===== src/rtl/vpe_pkg.sv =====
// Package of constants and types for the voltage protection element
package vpe_pkg;

    // ------------------------------------------------------------------
    // Register offsets (byte addresses on APB)
    // ------------------------------------------------------------------
    localparam logic [7:0] ADDR_CTRL       = 8'h00;
    localparam logic [7:0] ADDR_RATING     = 8'h04;
    localparam logic [7:0] ADDR_THRESH     = 8'h08;
    localparam logic [7:0] ADDR_DROPOUT    = 8'h0C;
    localparam logic [7:0] ADDR_TDELAY     = 8'h10;
    localparam logic [7:0] ADDR_IMIN       = 8'h14;
    localparam logic [7:0] ADDR_IMIN_DELAY = 8'h18;
    localparam logic [7:0] ADDR_STATUS     = 8'h1C;

    // ------------------------------------------------------------------
    // Reset values
    // ------------------------------------------------------------------
    localparam logic [15:0] RST_RATING     = 16'h2710;
    localparam logic [15:0] RST_THRESH     = 16'h0400;
    localparam logic [7:0]  RST_DROPOUT    = 8'h61;
    localparam logic [15:0] RST_TDELAY     = 16'h0064;
    localparam logic [15:0] RST_IMIN       = 16'h0000;
    localparam logic [15:0] RST_IMIN_DELAY = 16'h0064;

    // ------------------------------------------------------------------
    // Scaling and timing
    // ------------------------------------------------------------------
    localparam logic [15:0] INV_SQRT3_Q16 = 16'h93CD;
    localparam logic [39:0] PCT_SCALE     = 40'h00_0000_0064;
    localparam int          AVG_WINDOW_MIN = 10;
    localparam int          CLK_PERIOD_NS  = 50;
    localparam int          TICK_TIME_NS   = 1000000;
    localparam int          TICK_CYCLES    = TICK_TIME_NS / CLK_PERIOD_NS;

    // ------------------------------------------------------------------
    // Types
    // ------------------------------------------------------------------
    typedef enum logic [1:0] {
        METH_FUND = 2'h0,
        METH_RMS  = 2'h1,
        METH_AVG  = 2'h2
    } vpe_method_t;

    typedef enum logic [1:0] {
        IM_LIVE  = 2'b00,
        IM_DEAD  = 2'b01,
        IM_REARM = 2'b11
    } vpe_imstate_t;

    typedef logic [2:0][15:0] vpe_tri_t;

    typedef struct packed {
        logic [21:0] rsvd;
        logic        ext_blk_en;
        logic        imin_en;
        logic [1:0]  need;
        logic        meas_pp;
        logic        conn_pp;
        logic [1:0]  method;
        logic        under;
        logic        enable;
    } vpe_ctrl_t;

    localparam vpe_ctrl_t RST_CTRL = '0;

endpackage : vpe_pkg


===== src/rtl/vpe_element.sv =====
// Voltage protection element with APB register access
//
// Register access over APB and the register offsets are this design's own decisions.
`timescale 1ns/1ns

module vpe_element #(
    parameter int TICK_CYCLES = vpe_pkg::TICK_CYCLES   // Cycles per millisecond
) (
    input  wire logic              REF_CLK,                 // 20 MHz clock
    input  wire logic              RST_N,                   // Synchronous reset, low
    input  wire logic              PSEL,                    // APB select
    input  wire logic              PENABLE,                 // APB enable
    input  wire logic              PWRITE,                  // APB write
    input  wire logic [7:0]        PADDR,                   // APB address
    input  wire logic [31:0]       PWDATA,                  // APB write data
    output logic                   PREADY,                  // APB ready
    output logic      [31:0]       PRDATA,                  // APB read data
    output logic                   PSLVERR,                 // APB error
    input  wire vpe_pkg::vpe_tri_t V_FUND,                  // Fundamental magnitudes
    input  wire vpe_pkg::vpe_tri_t V_RMS,                   // True RMS magnitudes
    input  wire vpe_pkg::vpe_tri_t V_AVG,                   // Sliding average magnitudes
    input  wire vpe_pkg::vpe_tri_t I_PHASE,                 // Phase current magnitudes
    input  wire logic              EXTERNAL_BLOCK_INPUT,    // External block pin
    output logic      [2:0]        PHASE_PICKUP_FLAG,       // Per-phase alarm
    output logic      [2:0]        PHASE_TRIP_FLAG,         // Per-phase trip
    output logic                   PICKUP,                  // Element alarm
    output logic                   TRIP,                    // Element trip
    output logic                   BLOCKED                  // Element blocked
);

    // ------------------------------------------------------------------
    // State
    // ------------------------------------------------------------------
    typedef struct packed {
        vpe_pkg::vpe_ctrl_t    ctrl;
        logic [15:0]           rating;
        logic [15:0]           thresh;
        logic [7:0]            dropout;
        logic [15:0]           tdelay;
        logic [15:0]           imin;
        logic [15:0]           imin_delay;
        logic                  pready;
        logic [31:0]           prdata;
        logic                  pslverr;
        logic                  ext_s1;
        logic                  ext_s2;
        vpe_pkg::vpe_imstate_t im_state;
        logic [14:0]           im_sub;
        logic [15:0]           im_cnt;
        logic [14:0]           tr_sub;
        logic [15:0]           tr_cnt;
        logic [2:0]            pk;
        logic [2:0]            pk_flag;
        logic [2:0]            trip_flag;
        logic                  pickup;
        logic                  trip;
        logic                  blocked;
    } vpe_state_t;

    localparam vpe_state_t STATE_RST = '{
        ctrl:       vpe_pkg::RST_CTRL,
        rating:     vpe_pkg::RST_RATING,
        thresh:     vpe_pkg::RST_THRESH,
        dropout:    vpe_pkg::RST_DROPOUT,
        tdelay:     vpe_pkg::RST_TDELAY,
        imin:       vpe_pkg::RST_IMIN,
        imin_delay: vpe_pkg::RST_IMIN_DELAY,
        im_state:   vpe_pkg::IM_LIVE,
        default:    '0
    };

    localparam logic [14:0] TICK_LAST = 15'(TICK_CYCLES - 1);

    vpe_state_t st_ff;
    vpe_state_t nxt_st;

    // ------------------------------------------------------------------
    // Helpers
    // ------------------------------------------------------------------
    function automatic logic [15:0] sel_meas(input logic [1:0] meth,
                                             input logic [15:0] f,
                                             input logic [15:0] r,
                                             input logic [15:0] a);
        logic [15:0] v;
        case (meth)
            vpe_pkg::METH_RMS: v = r;
            vpe_pkg::METH_AVG: v = a;  // Averaged upstream over the set window
            default:           v = f;
        endcase
        return v;
    endfunction : sel_meas

    function automatic logic is_mapped(input logic [7:0] a);
        return (a[1:0] == 2'b00) && (a <= vpe_pkg::ADDR_STATUS);
    endfunction : is_mapped

    // ------------------------------------------------------------------
    // Next state
    // ------------------------------------------------------------------
    logic [15:0] vn;
    logic [31:0] vn_scaled;
    logic [39:0] lvl;
    logic [39:0] lvl_pct;
    logic [39:0] vs;
    logic [39:0] vs_pct;
    logic [15:0] v;
    logic        meas_pp;
    logic        all_dead;
    logic        im_block;
    logic        blk;
    logic [1:0]  n_pk;
    logic [1:0]  need;
    logic        pick;
    logic        wr;

    always_comb begin
        nxt_st    = st_ff;
        vn        = '0;
        vn_scaled = '0;
        lvl       = '0;
        lvl_pct   = '0;
        vs        = '0;
        vs_pct    = '0;
        v         = '0;
        all_dead  = 1'b1;
        n_pk      = '0;

        // ------------------------------------------------------------------
        // APB slave
        // ------------------------------------------------------------------
        nxt_st.pready  = PSEL & ~PENABLE;
        nxt_st.pslverr = PSEL & ~PENABLE & ~is_mapped(PADDR);
        if (PSEL && !PENABLE) begin
            case (PADDR)
                vpe_pkg::ADDR_CTRL:       nxt_st.prdata = st_ff.ctrl;
                vpe_pkg::ADDR_RATING:     nxt_st.prdata = {16'h0000, st_ff.rating};
                vpe_pkg::ADDR_THRESH:     nxt_st.prdata = {16'h0000, st_ff.thresh};
                vpe_pkg::ADDR_DROPOUT:    nxt_st.prdata = {24'h00_0000, st_ff.dropout};
                vpe_pkg::ADDR_TDELAY:     nxt_st.prdata = {16'h0000, st_ff.tdelay};
                vpe_pkg::ADDR_IMIN:       nxt_st.prdata = {16'h0000, st_ff.imin};
                vpe_pkg::ADDR_IMIN_DELAY: nxt_st.prdata = {16'h0000, st_ff.imin_delay};
                vpe_pkg::ADDR_STATUS:     nxt_st.prdata = {20'h0_0000, st_ff.im_state,
                                                           st_ff.ext_s2, st_ff.blocked,
                                                           st_ff.trip, st_ff.pickup,
                                                           st_ff.trip_flag, st_ff.pk_flag};
                default:                  nxt_st.prdata = 32'h0000_0000;
            endcase
        end
        wr = PSEL & PENABLE & st_ff.pready & PWRITE;
        if (wr) begin
            case (PADDR)
                vpe_pkg::ADDR_CTRL:       nxt_st.ctrl = {22'h00_0000, PWDATA[9:0]};
                vpe_pkg::ADDR_RATING:     nxt_st.rating = PWDATA[15:0];
                vpe_pkg::ADDR_THRESH:     nxt_st.thresh = PWDATA[15:0];
                vpe_pkg::ADDR_DROPOUT:    nxt_st.dropout = PWDATA[7:0];
                vpe_pkg::ADDR_TDELAY:     nxt_st.tdelay = PWDATA[15:0];
                vpe_pkg::ADDR_IMIN:       nxt_st.imin = PWDATA[15:0];
                vpe_pkg::ADDR_IMIN_DELAY: nxt_st.imin_delay = PWDATA[15:0];
                default:                  nxt_st.ctrl = st_ff.ctrl;  // Status and holes ignored
            endcase
        end

        // ------------------------------------------------------------------
        // External block synchroniser
        // ------------------------------------------------------------------
        nxt_st.ext_s1 = EXTERNAL_BLOCK_INPUT;
        nxt_st.ext_s2 = st_ff.ext_s1;

        // ------------------------------------------------------------------
        // Minimum current check
        // ------------------------------------------------------------------
        for (int i = 0; i < 3; i++) begin
            if (I_PHASE[i] >= st_ff.imin) begin
                all_dead = 1'b0;
            end
        end
        nxt_st.im_sub = (st_ff.im_sub == TICK_LAST) ? 15'h0000 : st_ff.im_sub + 15'h0001;
        if (!(st_ff.ctrl.under && st_ff.ctrl.imin_en)) begin
            nxt_st.im_state = vpe_pkg::IM_LIVE;
        end else begin
            case (st_ff.im_state)
                vpe_pkg::IM_LIVE: begin
                    if (all_dead) begin
                        nxt_st.im_state = vpe_pkg::IM_DEAD;
                    end
                end
                vpe_pkg::IM_DEAD: begin
                    if (!all_dead) begin
                        nxt_st.im_state = vpe_pkg::IM_REARM;
                        nxt_st.im_cnt   = 16'h0000;
                        nxt_st.im_sub   = 15'h0000;
                    end
                end
                vpe_pkg::IM_REARM: begin
                    if (all_dead) begin
                        nxt_st.im_state = vpe_pkg::IM_DEAD;
                    end else if (st_ff.im_cnt >= st_ff.imin_delay) begin
                        nxt_st.im_state = vpe_pkg::IM_LIVE;
                    end else if (st_ff.im_sub == TICK_LAST) begin
                        nxt_st.im_cnt = st_ff.im_cnt + 16'h0001;
                    end
                end
                default: nxt_st.im_state = vpe_pkg::IM_LIVE;
            endcase
        end
        // Block in the same cycle the currents die, not one later
        im_block = st_ff.ctrl.under & st_ff.ctrl.imin_en &
                   ((st_ff.im_state != vpe_pkg::IM_LIVE) | all_dead);
        blk = ~st_ff.ctrl.enable | im_block |
              (st_ff.ctrl.ext_blk_en & st_ff.ext_s2);

        // ------------------------------------------------------------------
        // Levels
        // ------------------------------------------------------------------
        meas_pp   = st_ff.ctrl.conn_pp | st_ff.ctrl.meas_pp;
        vn_scaled = st_ff.rating * vpe_pkg::INV_SQRT3_Q16;
        vn        = meas_pp ? st_ff.rating : vn_scaled[31:16];
        lvl       = {8'h00, 32'(vn) * 32'(st_ff.thresh)};
        lvl_pct   = 40'(lvl * {32'h0000_0000, st_ff.dropout});

        // ------------------------------------------------------------------
        // Per-phase pickup with hysteresis
        // ------------------------------------------------------------------
        for (int i = 0; i < 3; i++) begin
            // Channel i is phase i or line pair i, per connection
            v      = sel_meas(st_ff.ctrl.method, V_FUND[i], V_RMS[i], V_AVG[i]);
            vs     = {14'h0000, v, 10'h000};
            vs_pct = 40'(vs * vpe_pkg::PCT_SCALE);
            if (blk) begin
                nxt_st.pk[i] = 1'b0;
            end else if (!st_ff.pk[i]) begin
                nxt_st.pk[i] = st_ff.ctrl.under ? (vs <= lvl) : (vs >= lvl);
            end else if (st_ff.ctrl.under) begin
                nxt_st.pk[i] = ~(vs_pct >= lvl_pct);
            end else begin
                nxt_st.pk[i] = ~(vs_pct <= lvl_pct);
            end
            n_pk = n_pk + {1'b0, nxt_st.pk[i]};
        end
        need = (st_ff.ctrl.need == 2'h0) ? 2'h1 : st_ff.ctrl.need;
        pick = ~blk & (n_pk >= need);

        // ------------------------------------------------------------------
        // Trip delay
        // ------------------------------------------------------------------
        if (!pick) begin
            nxt_st.tr_cnt = 16'h0000;
            nxt_st.tr_sub = 15'h0000;
            nxt_st.trip   = 1'b0;
        end else if (st_ff.pickup && st_ff.tr_cnt >= st_ff.tdelay) begin
            nxt_st.trip = 1'b1;
        end else if (st_ff.pickup) begin
            nxt_st.tr_sub = (st_ff.tr_sub == TICK_LAST) ? 15'h0000 : st_ff.tr_sub + 15'h0001;
            if (st_ff.tr_sub == TICK_LAST) begin
                nxt_st.tr_cnt = st_ff.tr_cnt + 16'h0001;
            end
        end
        nxt_st.pickup    = pick;
        nxt_st.pk_flag   = nxt_st.pk & {3{pick}};
        nxt_st.trip_flag = nxt_st.pk & {3{nxt_st.trip}};
        nxt_st.blocked   = blk;
    end

    // ------------------------------------------------------------------
    // Registers
    // ------------------------------------------------------------------
    always_ff @(posedge REF_CLK) begin
        if (!RST_N) begin
            st_ff <= STATE_RST;
        end else begin
            st_ff <= nxt_st;
        end
    end

    assign PREADY            = st_ff.pready;
    assign PRDATA            = st_ff.prdata;
    assign PSLVERR           = st_ff.pslverr;
    assign PHASE_PICKUP_FLAG = st_ff.pk_flag;
    assign PHASE_TRIP_FLAG   = st_ff.trip_flag;
    assign PICKUP            = st_ff.pickup;
    assign TRIP              = st_ff.trip;
    assign BLOCKED           = st_ff.blocked;

endmodule : vpe_element


===== config.mk =====
export PLATFORM = sky130hd
export DESIGN_NAME = vpe_element
export DESIGN_NICKNAME = d
export VERILOG_FILES = /design/src/rtl/vpe_pkg.sv /design/src/rtl/vpe_element.sv
export SDC_FILE = /design/constraint.sdc
export NUM_CORES = 2
export LEC_CHECK = 0
export BUFFER_PORTS_ARGS = -buffer_cell sky130_fd_sc_hd__buf_2
export CAP_MARGIN = 20
export CORE_ASPECT_RATIO = 0.75
export CORE_UTILIZATION = 60
export CTS_BUF_LIST = sky130_fd_sc_hd__clkbuf_8
export DETAILED_ROUTE_END_ITERATION = 7
export PLACE_DENSITY = 0.79
export SYNTH_ARGS = -nofsm -noshare
export SYNTH_HDL_FRONTEND = slang
export SYNTH_SLANG_ARGS = --single-unit

===== constraint.sdc =====
create_clock -name REF_CLK -period 22.3 [get_ports REF_CLK]
set_input_delay 1.115 -clock REF_CLK [delete_from_list [all_inputs] [get_ports REF_CLK]]
set_output_delay 1.115 -clock REF_CLK [all_outputs]
set_load 0.03 [all_outputs]

==> results.cfg <==
[status]
status = finished, final reports clean

[timing]
worst_clock_skew_ns = 0.0325
relSlewSlack = 0.182
fin_setup_tns_ns = 0
setup_viol_count_final = 0
setup_slack_ns = 1.37
tightest_slew_ns = 1.22
fin_crit_sh = 0.939
finalHoldViolCount = 0
rsz0062_at_grt = no
fmax_mhz = 47.8
slew_viol_final = 0
period_minus_slack_ns = 20.93

[synth]
ys.flop_type = dfxtp_1
synth_area_leaders = fa_1, ha_1, dfxtp_1
ys_async_sr_fraction = 0
synth_most_common_cell = inv_1
synth.largest_area_cell = fa_1
synthDistinctLibCells = 85
syn_area_um2 = 39400
synth-edff-count = 0
ys_seq_area_frac = 0.0985
synth_commonest_cells = inv_1, ha_1, nand2_1
synth_top_area_frac = 0.251
syn_area_per_cell_um2 = 8.35
ys_ff_latch = 194
yosysWarnings = 0
syn_inst = 4724

[setup_path]
cpPeakStageDelay_ns = 0.78
crit_fanout = 12
cpMaxStageDelayCell = o21ai_0
cp-end-kind = register
cp-start-kind = register
crit_path_frequent_cell = fa_1
required_ns = 22.75
critPathKind = register to register
worst_ep_arrival_time_ns = 21.38

[placement]
hpwlAfterDp_mm = 88.2
placed_cells = 5731
preCtsSetupSlack_ns = 1.79
numPortBuffers = 248
place_congestion = 0.957

[routing]
wire_per_inst_um = 18.7
m1WireLength_mm = 48.0
drcViolationCount = 0
viasPerCell = 5.92
drt-total-wl_mm = 108
drt_first_pass_iters = 8
ant_nets = 0
drt_iter0_markers = 3608
routed.top_layer = met5
vias = 34135
route.met2.wl_mm = 46.2
wl_met3_mm = 11.5

[finish]
finalNetCount = 6266
syn2layout_area_growth_pct = 6.42
drive_above_1_share = 0.0828
register_area_um2 = 3880
multiInputGateArea_um2 = 31800
fillers = 5524
diodes = 0
final_util = 0.645
stdcell_count = 5764

[power_and_ir_drop]
peakVddDrop_uv = 42.5
powerDensity_nw_per_um2 = 24.9
leakage_nw = 20.8
finalPower_mw = 1.05

[clocking]
cts-root-buf = clkbuf_8
cts_tree = built
htreeDepth = 4
cts_buffers = 17
cts_setup_buffers = 0
cts_buffer_depth = 2
cts.sinks = 194
worst_skew_pair.late_latency_ns = 0.51
clkTransAtPathRegs_ns = 0.12
cts_hold_buf = 0
cts_resized = 0

[floorplanning]
io_pins = 281
coreArea_um2 = 65100
start_util = 0.606
rows = 81
die_h_um = 224
die_w_um = 298
dieArea_um2 = 66800

[global_route]
grt_pass1_vias = 33386
grt_antenna_before_repair = 2
grt_pass1_wl_mm = 176
grt_max_degree = 97
grt_usage = 0.328
overflow = 0

[run]
drv_cap = 0

[min_path]
hold_path.class = register to register
==> layout make-up <==
type,count,share of cell area
Clock buffer,17,0.00557
Clock inverter,15,0.00495
Inverter,802,0.0717
Multi-Input combinational cell,3549,0.757
Sequential cell,194,0.0925
Tap cell,871,0.0260
Timing Repair Buffer,316,0.0419
==> metal layers <==
metal | vias up | global-route usage
met2 | 1547 | 0.497
met5 | - | 0
met1 | 16608 | 0.485
met4 | 4 | 0.0695
met3 | 202 | 0.0599
li1 | 15774 | -
==> kinds of logic (layout without fill, tap and decap cells) <==
family / Yosys count / count (layout) / share of synthesized area
xor+xnor: 164 / 164 / 0.0364
compound gates: 805 / 805 / 0.133
flops: 194 / 194 / 0.0985
simple gates: 1410 / 1410 / 0.174
buf+inv: 996 / 1150 / 0.0986
other cells: 1 / 16 / 0.0000951
mux: 6 / 6 / 0.00155
fa+ha+maj: 1148 / 1148 / 0.458
==> state kept, by name, indices dropped and copies added, names as in the netlist <==
register / cells
PICKUP: 1
TRIP: 1
PREADY: 1
PHASE_TRIP_FLAG: 3
PSLVERR: 1
PHASE_PICKUP_FLAG: 3
st_ff: 166
PRDATA: 16
BLOCKED: 1
nxt_st: 1
==> cells in the final DEF, fill, tap and decap left out, drive strengths merged, types with 7 or more instances in the layout <==
cell / netlist / layout
nor2: 172 / 172
and4: 12 / 12
clkbuf: 141 / 17
clkinv: 0 / 8
o41ai: 9 / 9
buf: 53 / 316
a222oi: 7 / 7
o211ai: 29 / 29
a22oi: 82 / 82
xnor2: 97 / 97
o21ai: 152 / 152
nand2b: 38 / 38
nand3: 83 / 83
ha: 654 / 654
o21bai: 18 / 18
a221oi: 11 / 11
a31oi: 21 / 21
dfxtp: 194 / 194
fa: 494 / 494
a211oi: 16 / 16
a21o: 95 / 95
inv: 802 / 808
nor4: 17 / 17
nor2b: 29 / 29
nor4b: 8 / 8
nand2: 588 / 588
xor2: 67 / 67
nor3: 45 / 45
and3: 46 / 46
a21oi: 267 / 267
a21boi: 10 / 10
nand4: 60 / 60
and2: 262 / 262
or3: 14 / 14
o31ai: 9 / 9
or2: 17 / 17
conb: 1 / 16
o21a: 14 / 14
==> through the flow <==
stage | hold slack (ns) | cell area (µm²)
2_1_floorplan | 0.412 | 39500
3_3_place_gp | 0.425 | 41500
3_5_place_dp | 0.437 | 41500
4_1_cts | 0.454 | 42000
5_1_grt | 0.455 | 42000
6_report | 0.464 | 42000
==> worst max-delay path, delay by kind of cell, from the launching register on <==
family	cells	cell delay [ns]
flops	1	0.67
mux	1	0.22
compound gates	23	5.20
fa+ha+maj	22	9.96
buf+inv	9	0.90
simple gates	13	3.57
xor+xnor	2	0.35
==> power by group <==
part	internal, mW	switching, mW	leakage, nW	total (mW)
clock network	0.0982	0.152	0.220	0.251
logic	0.196	0.251	19.0	0.448
registers	0.347	0.000734	1.56	0.348
total	0.642	0.404	20.8	1.05
==> worst paths after layout <==
check / startpoint / endpoint / slack, ns / depth (start not counted)
worst min register to register: nxt_st[76] / st_ff[76] / 0.46 / 1
worst max register to register: st_ff[195] / st_ff[33] / 1.37 / 70
worst min-delay path: nxt_st[76] / st_ff[76] / 0.46 / 1
worst max-delay path: st_ff[195] / st_ff[33] / 1.37 / 70
No activity file was read; power rests on OpenSTA's default activity.
